**config.mk**
```make
export PLATFORM = sky130hd
export DESIGN_NAME = ccsl_top
export DESIGN_NICKNAME = d
export VERILOG_FILES = /design/src/logic/ccsl_pkg.sv /design/src/logic/ccsl_top.sv
export SDC_FILE = /design/constraint.sdc
export NUM_CORES = 1
export LEC_CHECK = 0
export BUFFER_PORTS_ARGS = -buffer_cell sky130_fd_sc_hd__clkbuf_2
export CORE_UTILIZATION = 39
export DETAILED_ROUTE_END_ITERATION = 10
export HOLD_SLACK_MARGIN = 0.08
export PLACE_DENSITY_LB_ADDON = 0.12
export SLEW_MARGIN = 20
export SYNTH_ARGS = -nofsm -noshare
export SYNTH_HDL_FRONTEND = slang
export SYNTH_SLANG_ARGS = --single-unit
```
**constraint.sdc**
```tcl
create_clock -name aclk -period 2.5 [get_ports aclk]
set_input_delay 0.5 -clock aclk [delete_from_list [all_inputs] [get_ports aclk]]
set_output_delay 0.5 -clock aclk [all_outputs]
set_load 0.02 [all_outputs]
```
**src/logic/ccsl_pkg.sv**
```systemverilog
package ccsl_pkg;

	localparam int unsigned ADDR_W = 16;
	localparam int unsigned DATA_W = 32;
	localparam int unsigned SAMPLE_W = 16;
	localparam int unsigned CTRL_W = 16;
	localparam int unsigned STAT_W = 8;

	// Byte addresses of the word-aligned registers
	localparam logic [ADDR_W-1:0] CTRL_OFF = 16'hFFC8;
	localparam logic [ADDR_W-1:0] TX_OFF = 16'hFFE0;
	localparam logic [ADDR_W-1:0] RX_OFF = 16'hFFE4;
	localparam logic [ADDR_W-1:0] STAT_OFF = 16'hFFE8;
	localparam int unsigned WORD_LSB = 2;

	localparam logic [CTRL_W-1:0] CTRL_RST = 16'h0000;
	// Bits 4, 5, 6 and 9 are reserved: never stored, read as zero
	localparam logic [CTRL_W-1:0] CTRL_WMASK = 16'hFD8F;
	localparam logic [SAMPLE_W-1:0] SAMPLE_RST = 16'h0000;

	localparam logic [1:0] RESP_OKAY = 2'h0;
	localparam logic [1:0] RESP_SLVERR = 2'h2;

	// Field layout, bit 15 first
	typedef struct packed {
		logic irq_enable;
		logic converter_enable;
		logic input_source_select;
		logic [1:0] input_gain_select;
		logic output_unmute;
		logic rsv9;
		logic clock_source_select;
		logic loopback_select;
		logic [2:0] rsv6_4;
		logic [3:0] volume_select;
	} ccsl_ctrl_s;

	typedef struct packed {
		logic [3:0] rsv;
		logic rx_full_flag;
		logic tx_empty_flag;
		logic rx_overrun_flag;
		logic tx_underrun_flag;
	} ccsl_stat_s;

	typedef logic signed [6:0] ccsl_db_t;

	// Output volume in dB per volume_select code
	localparam ccsl_db_t VOL_DB [16] = '{
		-7'sd15, -7'sd10, -7'sd5, 7'sd0, 7'sd5, 7'sd11, 7'sd17, 7'sd23,
		7'sd5, 7'sd11, 7'sd17, 7'sd23, 7'sd29, 7'sd35, 7'sd35, 7'sd40
	};

	// Analog input gain in dB per input_gain_select code
	localparam ccsl_db_t GAIN_DB [4] = '{-7'sd6, 7'sd0, 7'sd6, 7'sd17};

endpackage

```
**src/logic/ccsl_top.sv**
```systemverilog
// Function
// RULE1 - Control bit 7 set feeds A/D modulator output into DAC back end.
// RULE2 - Control bit 8 picks codec clock: squared external input or PLL output.
// RULE3 - Software keeps the codec clock divider at two or more with PLL clock.
// RULE4 - Control bit 10 clear mutes the analog output; set passes it.
// RULE5 - Bits 12:11 pick input gain: -6, 0, 6 or 17 dB.
// RULE6 - Control bit 13 routes primary input when clear, secondary when set.
// RULE7 - Control bit 14 enables the codec; clear puts it in power-down.
// RULE8 - Control bit 15 clear blocks the codec interrupt; set allows it.
// RULE9 - Software writes zero to reserved control bits 4, 5, 6 and 9.
// RULE10 - Status register is 8 bits, read-only; writes never touch flags.
// RULE11 - Sample needed with no new transmit word: flag underrun, resend old.
// RULE12 - Underrun clears on reset, stop, or status read then transmit write.
// RULE13 - New A/D sample over unread one: flag overrun, overwrite receive word.
// RULE14 - Overrun clears on reset, stop, or status read then receive read.
// RULE15 - Transmit empty sets on hand-off to D/A, clears on transmit write.
// RULE16 - Transmit empty forced set on power-down entry, reset and stop.
// RULE17 - Receive full sets when A/D word lands, clears on receive read.
// RULE18 - Receive full cleared on power-down entry, reset and stop.
// RULE19 - Reserved status bits 4 to 7 read as zero.
// RULE20 - Control bits 3:0 pick D/A volume from -15 dB to 40 dB.
// RULE21 - All control bits clear on hardware and software reset.
// RULE22 - Interrupt asserts while enabled and transmit empty or receive full.
//
// Register access over AXI4-Lite was left to the implementer.
`timescale 1ns/100ps
module ccsl_top (
	input wire logic aclk, // 250 MHz clock
	input wire logic aresetn, // Synchronous reset, active low
	input wire logic ce, // Clock enable, freezes all state
	input wire logic soft_reset, // Reset instruction pulse
	input wire logic stop_req, // Stop instruction pulse
	input wire logic [ccsl_pkg::ADDR_W-1:0] awaddr, // Write address
	input wire logic [2:0] awprot, // Unused protection
	input wire logic awvalid, // Write address valid
	output logic awready, // Write address ready
	input wire logic [ccsl_pkg::DATA_W-1:0] wdata, // Write data
	input wire logic [3:0] wstrb, // Byte enables
	input wire logic wvalid, // Write data valid
	output logic wready, // Write data ready
	output logic [1:0] bresp, // Write response
	output logic bvalid, // Write response valid
	input wire logic bready, // Write response ready
	input wire logic [ccsl_pkg::ADDR_W-1:0] araddr, // Read address
	input wire logic [2:0] arprot, // Unused protection
	input wire logic arvalid, // Read address valid
	output logic arready, // Read address ready
	output logic [ccsl_pkg::DATA_W-1:0] rdata, // Read data
	output logic [1:0] rresp, // Read response
	output logic rvalid, // Read data valid
	input wire logic rready, // Read data ready
	input wire logic dac_req, // D/A filter wants a sample
	output logic [ccsl_pkg::SAMPLE_W-1:0] dac_sample, // Sample to D/A filter
	output logic dac_sample_valid, // One-cycle strobe with dac_sample
	input wire logic adc_valid, // A/D filter word strobe
	input wire logic [ccsl_pkg::SAMPLE_W-1:0] adc_sample, // A/D filter word
	output ccsl_pkg::ccsl_ctrl_s codec_ctrl, // Stored control fields
	output logic power_down, // Codec section powered down
	output ccsl_pkg::ccsl_db_t volume_db, // Selected D/A volume in dB
	output ccsl_pkg::ccsl_db_t input_gain_db, // Selected input gain in dB
	output logic codec_irq // Codec interrupt request
);

	localparam int unsigned AW = ccsl_pkg::ADDR_W;
	localparam int unsigned SW = ccsl_pkg::SAMPLE_W;

	// Write channel holding
	logic aw_hold_q;
	logic [AW-1:0] aw_addr_q;
	logic w_hold_q;
	logic [ccsl_pkg::DATA_W-1:0] w_data_q;
	logic [3:0] w_strb_q;
	logic bvalid_q;
	logic [1:0] bresp_q;

	// Read channel
	logic rvalid_q;
	logic [ccsl_pkg::DATA_W-1:0] rdata_q;
	logic [1:0] rresp_q;

	// Register state
	ccsl_pkg::ccsl_ctrl_s ctrl_q;
	ccsl_pkg::ccsl_ctrl_s ctrl_d;
	logic [SW-1:0] tx_q;
	logic [SW-1:0] rx_q;
	logic tx_empty_q;
	logic tx_empty_d;
	logic rx_full_q;
	logic rx_full_d;
	logic underrun_q;
	logic underrun_d;
	logic overrun_q;
	logic overrun_d;
	logic und_arm_q;
	logic und_arm_d;
	logic ovr_arm_q;
	logic ovr_arm_d;
	logic [SW-1:0] dac_q;
	logic dac_valid_q;
	ccsl_pkg::ccsl_db_t vol_db_q;
	ccsl_pkg::ccsl_db_t gain_db_q;

	// Write path
	wire aw_take = ce & awvalid & awready;
	wire w_take = ce & wvalid & wready;
	wire have_aw = aw_hold_q | aw_take;
	wire have_w = w_hold_q | w_take;
	wire wr_fire = ce & have_aw & have_w & ~bvalid_q;
	wire [AW-1:0] wr_addr = aw_hold_q ? aw_addr_q : awaddr;
	wire [ccsl_pkg::DATA_W-1:0] wr_data = w_hold_q ? w_data_q : wdata;
	wire [3:0] wr_strb = w_hold_q ? w_strb_q : wstrb;
	wire [AW-1:ccsl_pkg::WORD_LSB] wr_word = wr_addr[AW-1:ccsl_pkg::WORD_LSB];
	wire wr_is_ctrl = wr_word == ccsl_pkg::CTRL_OFF[AW-1:ccsl_pkg::WORD_LSB];
	wire wr_is_tx = wr_word == ccsl_pkg::TX_OFF[AW-1:ccsl_pkg::WORD_LSB];
	wire wr_is_rx = wr_word == ccsl_pkg::RX_OFF[AW-1:ccsl_pkg::WORD_LSB];
	wire wr_is_stat = wr_word == ccsl_pkg::STAT_OFF[AW-1:ccsl_pkg::WORD_LSB];
	// Status and receive are read-only; writes there are taken but ignored
	wire wr_hit = wr_is_ctrl | wr_is_tx | wr_is_rx | wr_is_stat; // [RULE10]
	wire wr_any_lane = |wr_strb[1:0];
	wire wr_ctrl = wr_fire & wr_is_ctrl & wr_any_lane;
	wire wr_tx = wr_fire & wr_is_tx & wr_any_lane;
	wire [15:0] lane_mask = {{8{wr_strb[1]}}, {8{wr_strb[0]}}};
	wire [15:0] ctrl_mask = lane_mask & ccsl_pkg::CTRL_WMASK; // [RULE9]
	wire [15:0] tx_new = (tx_q & ~lane_mask) | (wr_data[15:0] & lane_mask);

	// Read path
	wire rd_fire = ce & arvalid & arready;
	wire [AW-1:ccsl_pkg::WORD_LSB] rd_word = araddr[AW-1:ccsl_pkg::WORD_LSB];
	wire rd_is_ctrl = rd_word == ccsl_pkg::CTRL_OFF[AW-1:ccsl_pkg::WORD_LSB];
	wire rd_is_tx = rd_word == ccsl_pkg::TX_OFF[AW-1:ccsl_pkg::WORD_LSB];
	wire rd_is_rx = rd_word == ccsl_pkg::RX_OFF[AW-1:ccsl_pkg::WORD_LSB];
	wire rd_is_stat = rd_word == ccsl_pkg::STAT_OFF[AW-1:ccsl_pkg::WORD_LSB];
	wire rd_hit = rd_is_ctrl | rd_is_tx | rd_is_rx | rd_is_stat;
	wire rd_stat = rd_fire & rd_is_stat;
	wire rd_rx = rd_fire & rd_is_rx;

	ccsl_pkg::ccsl_stat_s stat_view;
	assign stat_view.rsv = 4'h0; // [RULE19]
	assign stat_view.rx_full_flag = rx_full_q;
	assign stat_view.tx_empty_flag = tx_empty_q;
	assign stat_view.rx_overrun_flag = overrun_q;
	assign stat_view.tx_underrun_flag = underrun_q;

	wire [15:0] ctrl_view = ctrl_q & ccsl_pkg::CTRL_WMASK;
	wire [ccsl_pkg::DATA_W-1:0] rd_word_val =
		rd_is_ctrl ? {16'h0000, ctrl_view} :
		rd_is_stat ? {24'h000000, stat_view} : // [RULE19]
		rd_is_tx ? {16'h0000, tx_q} :
		rd_is_rx ? {16'h0000, rx_q} :
		32'h00000000;

	// Flag events
	wire hard_clr = soft_reset | stop_req;
	wire ctrl_clr = soft_reset; // [RULE21]
	wire active = ctrl_q.converter_enable; // [RULE7]
	wire pd_entry = wr_ctrl & active & ~ctrl_d.converter_enable; // [RULE7]
	// Datapath strobes count only while the section is powered
	wire dac_go = dac_req & active;
	wire adc_go = adc_valid & active;

	assign ctrl_d = ccsl_pkg::ccsl_ctrl_s'((ctrl_q & ~ctrl_mask) | (wr_data[15:0] & ctrl_mask));

	// Transmit empty: hand-off sets and beats a same-cycle write
	always_comb begin
		tx_empty_d = tx_empty_q;
		if (hard_clr | pd_entry) begin
			tx_empty_d = 1'b1; // [RULE16]
		end else if (dac_go) begin
			tx_empty_d = 1'b1; // [RULE15]
		end else if (wr_tx) begin
			tx_empty_d = 1'b0; // [RULE15]
		end
	end

	// Underrun: power-down leaves it alone
	always_comb begin
		underrun_d = underrun_q;
		if (hard_clr) begin
			underrun_d = 1'b0; // [RULE12]
		end else if (dac_go & tx_empty_q) begin
			underrun_d = 1'b1; // [RULE11]
		end else if (wr_tx & und_arm_q) begin
			underrun_d = 1'b0; // [RULE12]
		end
	end

	always_comb begin
		und_arm_d = und_arm_q;
		if (hard_clr | ~underrun_d) begin
			und_arm_d = 1'b0;
		end else if (rd_stat & underrun_q) begin
			und_arm_d = 1'b1; // [RULE12]
		end
	end

	// Receive full
	always_comb begin
		rx_full_d = rx_full_q;
		if (hard_clr | pd_entry) begin
			rx_full_d = 1'b0; // [RULE18]
		end else if (adc_go) begin
			rx_full_d = 1'b1; // [RULE17]
		end else if (rd_rx) begin
			rx_full_d = 1'b0; // [RULE17]
		end
	end

	// Overrun: power-down leaves it alone
	always_comb begin
		overrun_d = overrun_q;
		if (hard_clr) begin
			overrun_d = 1'b0; // [RULE14]
		end else if (adc_go & rx_full_q) begin
			overrun_d = 1'b1; // [RULE13]
		end else if (rd_rx & ovr_arm_q) begin
			overrun_d = 1'b0; // [RULE14]
		end
	end

	always_comb begin
		ovr_arm_d = ovr_arm_q;
		if (hard_clr | ~overrun_d) begin
			ovr_arm_d = 1'b0;
		end else if (rd_stat & overrun_q) begin
			ovr_arm_d = 1'b1; // [RULE14]
		end
	end

	// AXI write address and data
	always_ff @(posedge aclk) begin
		if (!aresetn) begin
			aw_hold_q <= 1'b0;
			w_hold_q <= 1'b0;
		end else if (ce) begin
			aw_hold_q <= have_aw & ~wr_fire;
			w_hold_q <= have_w & ~wr_fire;
		end
	end

	always_ff @(posedge aclk) begin
		if (!aresetn) begin
			aw_addr_q <= 16'h0000;
			w_data_q <= 32'h00000000;
			w_strb_q <= 4'h0;
		end else if (ce) begin
			if (aw_take) begin
				aw_addr_q <= awaddr;
			end
			if (w_take) begin
				w_data_q <= wdata;
				w_strb_q <= wstrb;
			end
		end
	end

	always_ff @(posedge aclk) begin
		if (!aresetn) begin
			bvalid_q <= 1'b0;
			bresp_q <= ccsl_pkg::RESP_OKAY;
		end else if (ce) begin
			if (wr_fire) begin
				bvalid_q <= 1'b1;
				bresp_q <= wr_hit ? ccsl_pkg::RESP_OKAY : ccsl_pkg::RESP_SLVERR;
			end else if (bready) begin
				bvalid_q <= 1'b0;
			end
		end
	end

	// AXI read
	always_ff @(posedge aclk) begin
		if (!aresetn) begin
			rvalid_q <= 1'b0;
			rdata_q <= 32'h00000000;
			rresp_q <= ccsl_pkg::RESP_OKAY;
		end else if (ce) begin
			if (rd_fire) begin
				rvalid_q <= 1'b1;
				rdata_q <= rd_word_val;
				rresp_q <= rd_hit ? ccsl_pkg::RESP_OKAY : ccsl_pkg::RESP_SLVERR;
			end else if (rready) begin
				rvalid_q <= 1'b0;
			end
		end
	end

	// Control register
	always_ff @(posedge aclk) begin
		if (!aresetn) begin
			ctrl_q <= ccsl_pkg::CTRL_RST; // [RULE21]
		end else if (ce) begin
			if (ctrl_clr) begin
				ctrl_q <= ccsl_pkg::CTRL_RST; // [RULE21]
			end else if (wr_ctrl) begin
				ctrl_q <= ctrl_d;
			end
		end
	end

	// Sample registers; transmit word is kept for resend on underrun
	always_ff @(posedge aclk) begin
		if (!aresetn) begin
			tx_q <= ccsl_pkg::SAMPLE_RST;
		end else if (ce & wr_tx) begin
			tx_q <= tx_new;
		end
	end

	always_ff @(posedge aclk) begin
		if (!aresetn) begin
			rx_q <= ccsl_pkg::SAMPLE_RST;
		end else if (ce & adc_go) begin
			rx_q <= adc_sample; // [RULE13]
		end
	end

	// D/A hand-off; with no fresh word the previous one goes out again
	always_ff @(posedge aclk) begin
		if (!aresetn) begin
			dac_q <= ccsl_pkg::SAMPLE_RST;
			dac_valid_q <= 1'b0;
		end else if (ce) begin
			dac_valid_q <= dac_go;
			if (dac_go) begin
				dac_q <= tx_q; // [RULE11]
			end
		end
	end

	// Status flags
	always_ff @(posedge aclk) begin
		if (!aresetn) begin
			tx_empty_q <= 1'b1; // [RULE16]
			rx_full_q <= 1'b0; // [RULE18]
			underrun_q <= 1'b0; // [RULE12]
			overrun_q <= 1'b0; // [RULE14]
		end else if (ce) begin
			tx_empty_q <= tx_empty_d;
			rx_full_q <= rx_full_d;
			underrun_q <= underrun_d;
			overrun_q <= overrun_d;
		end
	end

	always_ff @(posedge aclk) begin
		if (!aresetn) begin
			und_arm_q <= 1'b0;
			ovr_arm_q <= 1'b0;
		end else if (ce) begin
			und_arm_q <= und_arm_d;
			ovr_arm_q <= ovr_arm_d;
		end
	end

	// Level readouts follow the stored fields one cycle later
	always_ff @(posedge aclk) begin
		if (!aresetn) begin
			vol_db_q <= ccsl_pkg::VOL_DB[0];
			gain_db_q <= ccsl_pkg::GAIN_DB[0];
		end else if (ce) begin
			vol_db_q <= ccsl_pkg::VOL_DB[ctrl_q.volume_select]; // [RULE20]
			gain_db_q <= ccsl_pkg::GAIN_DB[ctrl_q.input_gain_select]; // [RULE5]
		end
	end

	// Bus handshakes
	assign awready = ~aw_hold_q & ~bvalid_q;
	assign wready = ~w_hold_q & ~bvalid_q;
	assign bvalid = bvalid_q;
	assign bresp = bresp_q;
	assign arready = ~rvalid_q;
	assign rvalid = rvalid_q;
	assign rdata = rdata_q;
	assign rresp = rresp_q;

	// Codec-side controls; mode bits act straight from the register
	assign codec_ctrl = ccsl_pkg::ccsl_ctrl_s'(ctrl_view); // [RULE1] [RULE2] [RULE4] [RULE6]
	assign power_down = ~ctrl_q.converter_enable; // [RULE7]
	assign volume_db = vol_db_q;
	assign input_gain_db = gain_db_q;
	assign dac_sample = dac_q;
	assign dac_sample_valid = dac_valid_q;

	// Level request: drops in the cycle after the servicing access
	assign codec_irq = ctrl_q.irq_enable & (tx_empty_q | rx_full_q); // [RULE8] [RULE22]

endmodule // ccsl_top

```
# Yosys cells after proc, flatten, opt, wreduce, memory -nomap -nowiden
# Memories as Yosys holds them, arrays and structs flattened. A register that Yosys moved wholly into a read port is not among the register bits.
# Index checks and enable logic that the tools add are counted.
# Widths: inputs -> output; s select.
[op_classes]
n_div = 0
n_eq_ne = 8
order_cmp = 1
shift = 0
bitwise = 64
n_mul = 0
reduce_logical = 21
add_sub_neg = 0
mux = 34
[ops]
columns = ["operator", "n"]
rows = [
  ["$mux 16", 8],
  ["$eq 14x14->1 const B", 8],
  ["$and 16x16->16", 4],
  ["$and 1x1->1", 32],
  ["$not 16->16", 2],
  ["$or 16x16->16", 2],
  ["$reduce_and 2->1", 12],
  ["$mux 1", 20],
  ["$bmux 7 s2", 1],
  ["$mux 7", 2],
  ["$or 1x1->1", 13],
  ["$reduce_bool 2->1", 5],
  ["$not 1->1", 9],
  ["$mux 2", 3],
  ["$reduce_bool 3->1", 2],
  ["$not 4->5", 1],
  ["$ge 3x3->1 const B", 1],
  ["$not 2->3", 1],
  ["$reduce_or 2->1", 1],
  ["$logic_not 1->1", 1],
]
[totals]
wordCells = 160
latch_bits = 0
mem_bits_rw = 0
memories = 1
rom_bits = 112
register_bits = 152
input_bits = 102
out_inout_bits = 90
[mem_list]
columns = ["name", "depth", "width", "rd", "rd_ports_with_merged_regs", "wr", "line", "rtl"]
rows = [
  ["(name not given)", 16, 7, 1, 1, 0, "ccsl_top.sv:361", "vol_db_q <= ccsl_pkg::VOL_DB[ctrl_q.volume_select];"],
]

# Logic depth before layout (Yosys ltp)
[depth]
ltp_word = 17
mapped_depth = 8

# Worst setup path after synthesis
# OpenSTA, ideal clock, no wires.
[synth_path]
path_kind = "in2reg"
from = "input ce"
to = "register ctrl_q, in the netlist codec_ctrl[3]"
setup_ns = 0.115
required_time_ns = 2.385
arrival_time_ns = 1.842
stages = 7
setup_slack_ns = 0.544
cell_sequence = "nor2b_2 > o221a_2 > o21ai_2 > nor4b_4 > buf_2 > a21oi_1 > o21a_1"
[synth_between]
elab_chain_len = 10
[synth_rtl]
columns = ["element", "line", "rtl"]
rows = [
  ["start: declaration", "ccsl_top.sv:30", "input wire logic ce,"],
  ["$and 1x1->1 (2 in series)", "ccsl_top.sv:104", "wire aw_take = ce & awvalid & awready;"],
  ["$or 1x1->1", "ccsl_top.sv:106", "wire have_aw = aw_hold_q | aw_take;"],
  ["$and 1x1->1 (3 in series)", "ccsl_top.sv:108", "wire wr_fire = ce & have_aw & have_w & ~bvalid_q;"],
  ["$and 1x1->1 (2 in series)", "ccsl_top.sv:120", "wire wr_ctrl = wr_fire & wr_is_ctrl & wr_any_lane;"],
  ["$reduce_bool 2->1 (no line)", "--", ""],
  ["$reduce_and 2->1 (no line) (*)", "--", ""],
  ["end signal: assignment", "ccsl_top.sv:290", "ctrl_q <= ccsl_pkg::CTRL_RST;"],
  ["end signal: assignment", "ccsl_top.sv:293", "ctrl_q <= ccsl_pkg::CTRL_RST;"],
  ["end signal: assignment", "ccsl_top.sv:295", "ctrl_q <= ctrl_d;"],
  ["end: declaration", "ccsl_top.sv:82", "ccsl_pkg::ccsl_ctrl_s ctrl_q;"],
]
# Every way passes the cells marked *; elsewhere a longest branch is shown, timed or not.
# A chain may end at the register's enable or synchronous reset.

==> flow_metrics.py <==
metrics = {
    "power": {
        "internal-power_mw": 3.99,
        "leakage_nw": 2.96,
        "clkPwrFrac_pct": 50.3,
        "p_switching_mw": 1.23,
        "powerDensity_nw_per_um2": 701,
        "comb_power_share_pct": 7.8,
        "power.share.switching_pct": 23.6,
        "pwr-share-seq_pct": 41.9,
        "worst_ir_drop_vdd_mv": 0.446,
    },
    "die": {
        "rows": 45,
        "die_y_um": 126,
        "ios": 192,
        "start_util_pct": 39.7,
        "dieArea_um2": 15900,
        "die_x_um": 126,
        "core-area_um2": 15100,
    },
    "timing": {
        "finClkSkew_ns": 0.00756,
        "rsz0062_at_grt": "false",
        "finalSetupViolations": 0,
        "finalCriticalPeriod_ns": 2.05,
        "fmax_mhz": 488,
        "worst_pin_slew_ns": 0.667,
        "finalHoldViolations": 0,
        "relSlewSlack_pct": 55.3,
        "setup_tns_ns": 0,
        "finalCritPeriodShare_pct": 82.0,
        "drv_slew": 0,
    },
    "place": {
        "hpwl_um": 12000,
        "placed_area_um2": 6830,
        "gp_congestion": 0.767,
        "portBuffers": 141,
    },
    "cts": {
        "cts_tree": "yes",
        "ctsResizeCount": 0,
        "clock_latency_ns": 0.41,
        "clock_path_buffers": 2,
        "postCtsSetupBuffers": 0,
        "cts-hold-fix-buffers": 0,
        "clkSinkCount": 133,
        "htree_levels": 4,
        "path_clk_slew_ns": 0.06,
        "cts-root-buf": "clkbuf_16",
        "cts_buffers": 17,
    },
    "synth": {
        "synth-seq-cells": 133,
        "synth_xor_area_share_pct": 0.146,
        "synthArstFlopShare_pct": 0,
        "synthMuxAreaShare_pct": 5.12,
        "synth-main-ff-cell": "dfxtp_1",
        "syn-cell-area_um2": 6010,
        "synth-adder-area-share_pct": 1.46,
        "yosys_warnings": 0,
        "synth_top_family_by_area": "simple AND/OR/NAND/NOR gates",
        "synth_cells": 737,
        "synth_simple_gate_area_share_pct": 22.0,
        "seq_area_frac_synth_pct": 44.3,
        "avgSynthCellArea_um2": 8.15,
        "synth-compound-area-share_pct": 19.9,
        "synth_cell_types": 55,
        "synth_enable_flop_cells": 0,
    },
    "critical_path": {
        "startpoint": "aw_hold_q",
        "endpoint_kind": "flip-flop",
        "r2r_start": "aw_hold_q",
        "path_max_fanout": 11,
        "rrSetupSlack_ns": 0.45,
        "reg2reg_depth": 6,
        "critPathTopFamily": "simple AND/OR/NAND/NOR gates",
        "max_stage_delay_ns": 0.38,
        "path_buf_inv": 1,
        "slowest_stage": "a211o_2",
        "path_class": "reg -> reg",
        "start_kind": "flip-flop",
        "crit_arrival_ns": 2.35,
        "crit_required_ns": 2.80,
        "path_cells": "buf_4, or3_1, a211o_2, nor3_4, mux2i_1, nor2_1",
    },
    "drt": {
        "num_vias": 5517,
        "highest_layer": "met4",
        "drtPass1Iterations": 5,
        "ant_nets": 0,
        "wl_met3_um": 853,
        "wirelength_um": 16300,
        "met2_length_um": 7500,
        "vias_per_cell": 5.18,
        "drc": 0,
        "drt_iter0_markers": 346,
        "wl_met1_um": 7720,
        "routedWlPerCell_um": 15.3,
    },
    "layout": {
        "drive_above_1_share_pct": 25.4,
        "fill_cells": 1486,
        "antenna-diode-count": 0,
        "final_area_um2": 7450,
        "synthToLayoutAreaGrowth_pct": 23.9,
        "final_core_util_pct": 49.2,
        "nets": 975,
    },
    "hold_path": {
        "hold_class": "in -> reg",
        "min_path_cells": 3,
        "min_from": "adc_sample[13]",
        "holdPathEnd": "rx_q[13]",
    },
    "grt": {
        "grt_usage_pct": 20.8,
        "grt_max_degree": 48,
        "grt_pass1_wl_um": 25900,
        "globalRoute.totalOverflow": 0,
        "antenna_found_initial": 0,
        "grt_pass1_vias": 5109,
    },
    "outcome": {
        "status": "completed",
    },
    "run": {
        "drv_cap": 0,
    },
}
[layout make-up]
cell class | count | area [um^2] | area share (%)
multi-input combinational | 542 | 3000 | 40.3
sequential | 133 | 2660 | 35.8
timing repair buffer | 161 | 881 | 11.8
clock buffer | 18 | 439 | 5.90
tap | 188 | 235 | 3.16
clock inverter | 13 | 183 | 2.45
inverter | 11 | 42.5 | 0.571
[power by group through the flow]
| stage | combinational [mW] | clock [mW] | sequential (mW) |
|---|---|---|---|
| floorplan | 0.275 | 0 | 2.24 |
| global placement | 0.402 | 0 | 2.23 |
| detailed placement | 0.407 | 0 | 2.23 |
| CTS | 0.408 | 2.66 | 2.19 |
| global route | 0.449 | 2.75 | 2.19 |
| finish | 0.409 | 2.62 | 2.19 |
[metal layers]
metal / track usage (%) / vias to the layer above
met5: 0 / -
met4: 7.23 / 0
met3: 4.33 / 21
met2: 33.1 / 181
met1: 27.8 / 2569
li1: - / 2746
[worst min-delay path, cell delays in order]
cell and delay, ns:
clkbuf_2 0.08, nand2_1 0.04, a21oi_1 0.05
[layout by cell type, fill, tap and decap left out, drive strengths merged, types with 3 or more instances in the layout]
cell type,count
a211oi,24
a21oi,104
a221oi,6
a22oi,4
and3,5
buf,20
bufinv,4
clkbuf,159
clkinv,6
clkinvlp,4
conb,22
dfxtp,133
ha,7
inv,10
mux2,6
mux2i,24
nand2,165
nand2b,6
nand3,13
nand3b,3
nand4,5
nor2,51
nor2b,17
nor3,14
o211ai,3
o21a,13
o21ai,21
or3,4
[stage by stage]
step | instances | worst slack, ns | hold WS (ns) | total power, mW
after floorplan | 758 | 0.544 | 0.431 | 2.51
after global placement | 1035 | 0.260 | 0.438 | 2.63
after detailed placement | 1035 | 0.204 | 0.445 | 2.64
after CTS | 1066 | 0.439 | 0.289 | 5.26
after global routing | 1066 | 0.298 | 0.314 | 5.39
final | 1066 | 0.451 | 0.305 | 5.22
[cell families after synthesis]
group | after synthesis
and+or+nand+nor | 293
AOI/OAI and AO/OA | 189
other | 1
buffers and inverters | 83
adders and majority gates | 7
DFF | 133
muxes | 30
xor gates and xnor gates | 1
[cells in the mapped netlist (all sizes together) (7+ instances only)]
cell type / count / area, um^2
a211oi: 24 / 230
a21oi: 104 / 521
buf: 36 / 244
clkbuf: 36 / 135
dfxtp: 133 / 2660
ha: 7 / 87.6
inv: 11 / 41.3
mux2i: 24 / 240
nand2: 165 / 619
nand3: 13 / 65.1
nor2: 51 / 191
nor2b: 17 / 109
nor3: 14 / 86.3
o21a: 13 / 97.6
o21ai: 21 / 109
[worst max-delay path by stage]
stage / end / cells after the start
after global placement: rdata[7] / 6
after CTS: flip-flop / 6
after floorplan: codec_ctrl[3] / 7
after global routing: flip-flop / 6
final: flip-flop / 6
after detailed placement: rdata[11] / 6
(Power assumes the default switching activity.)
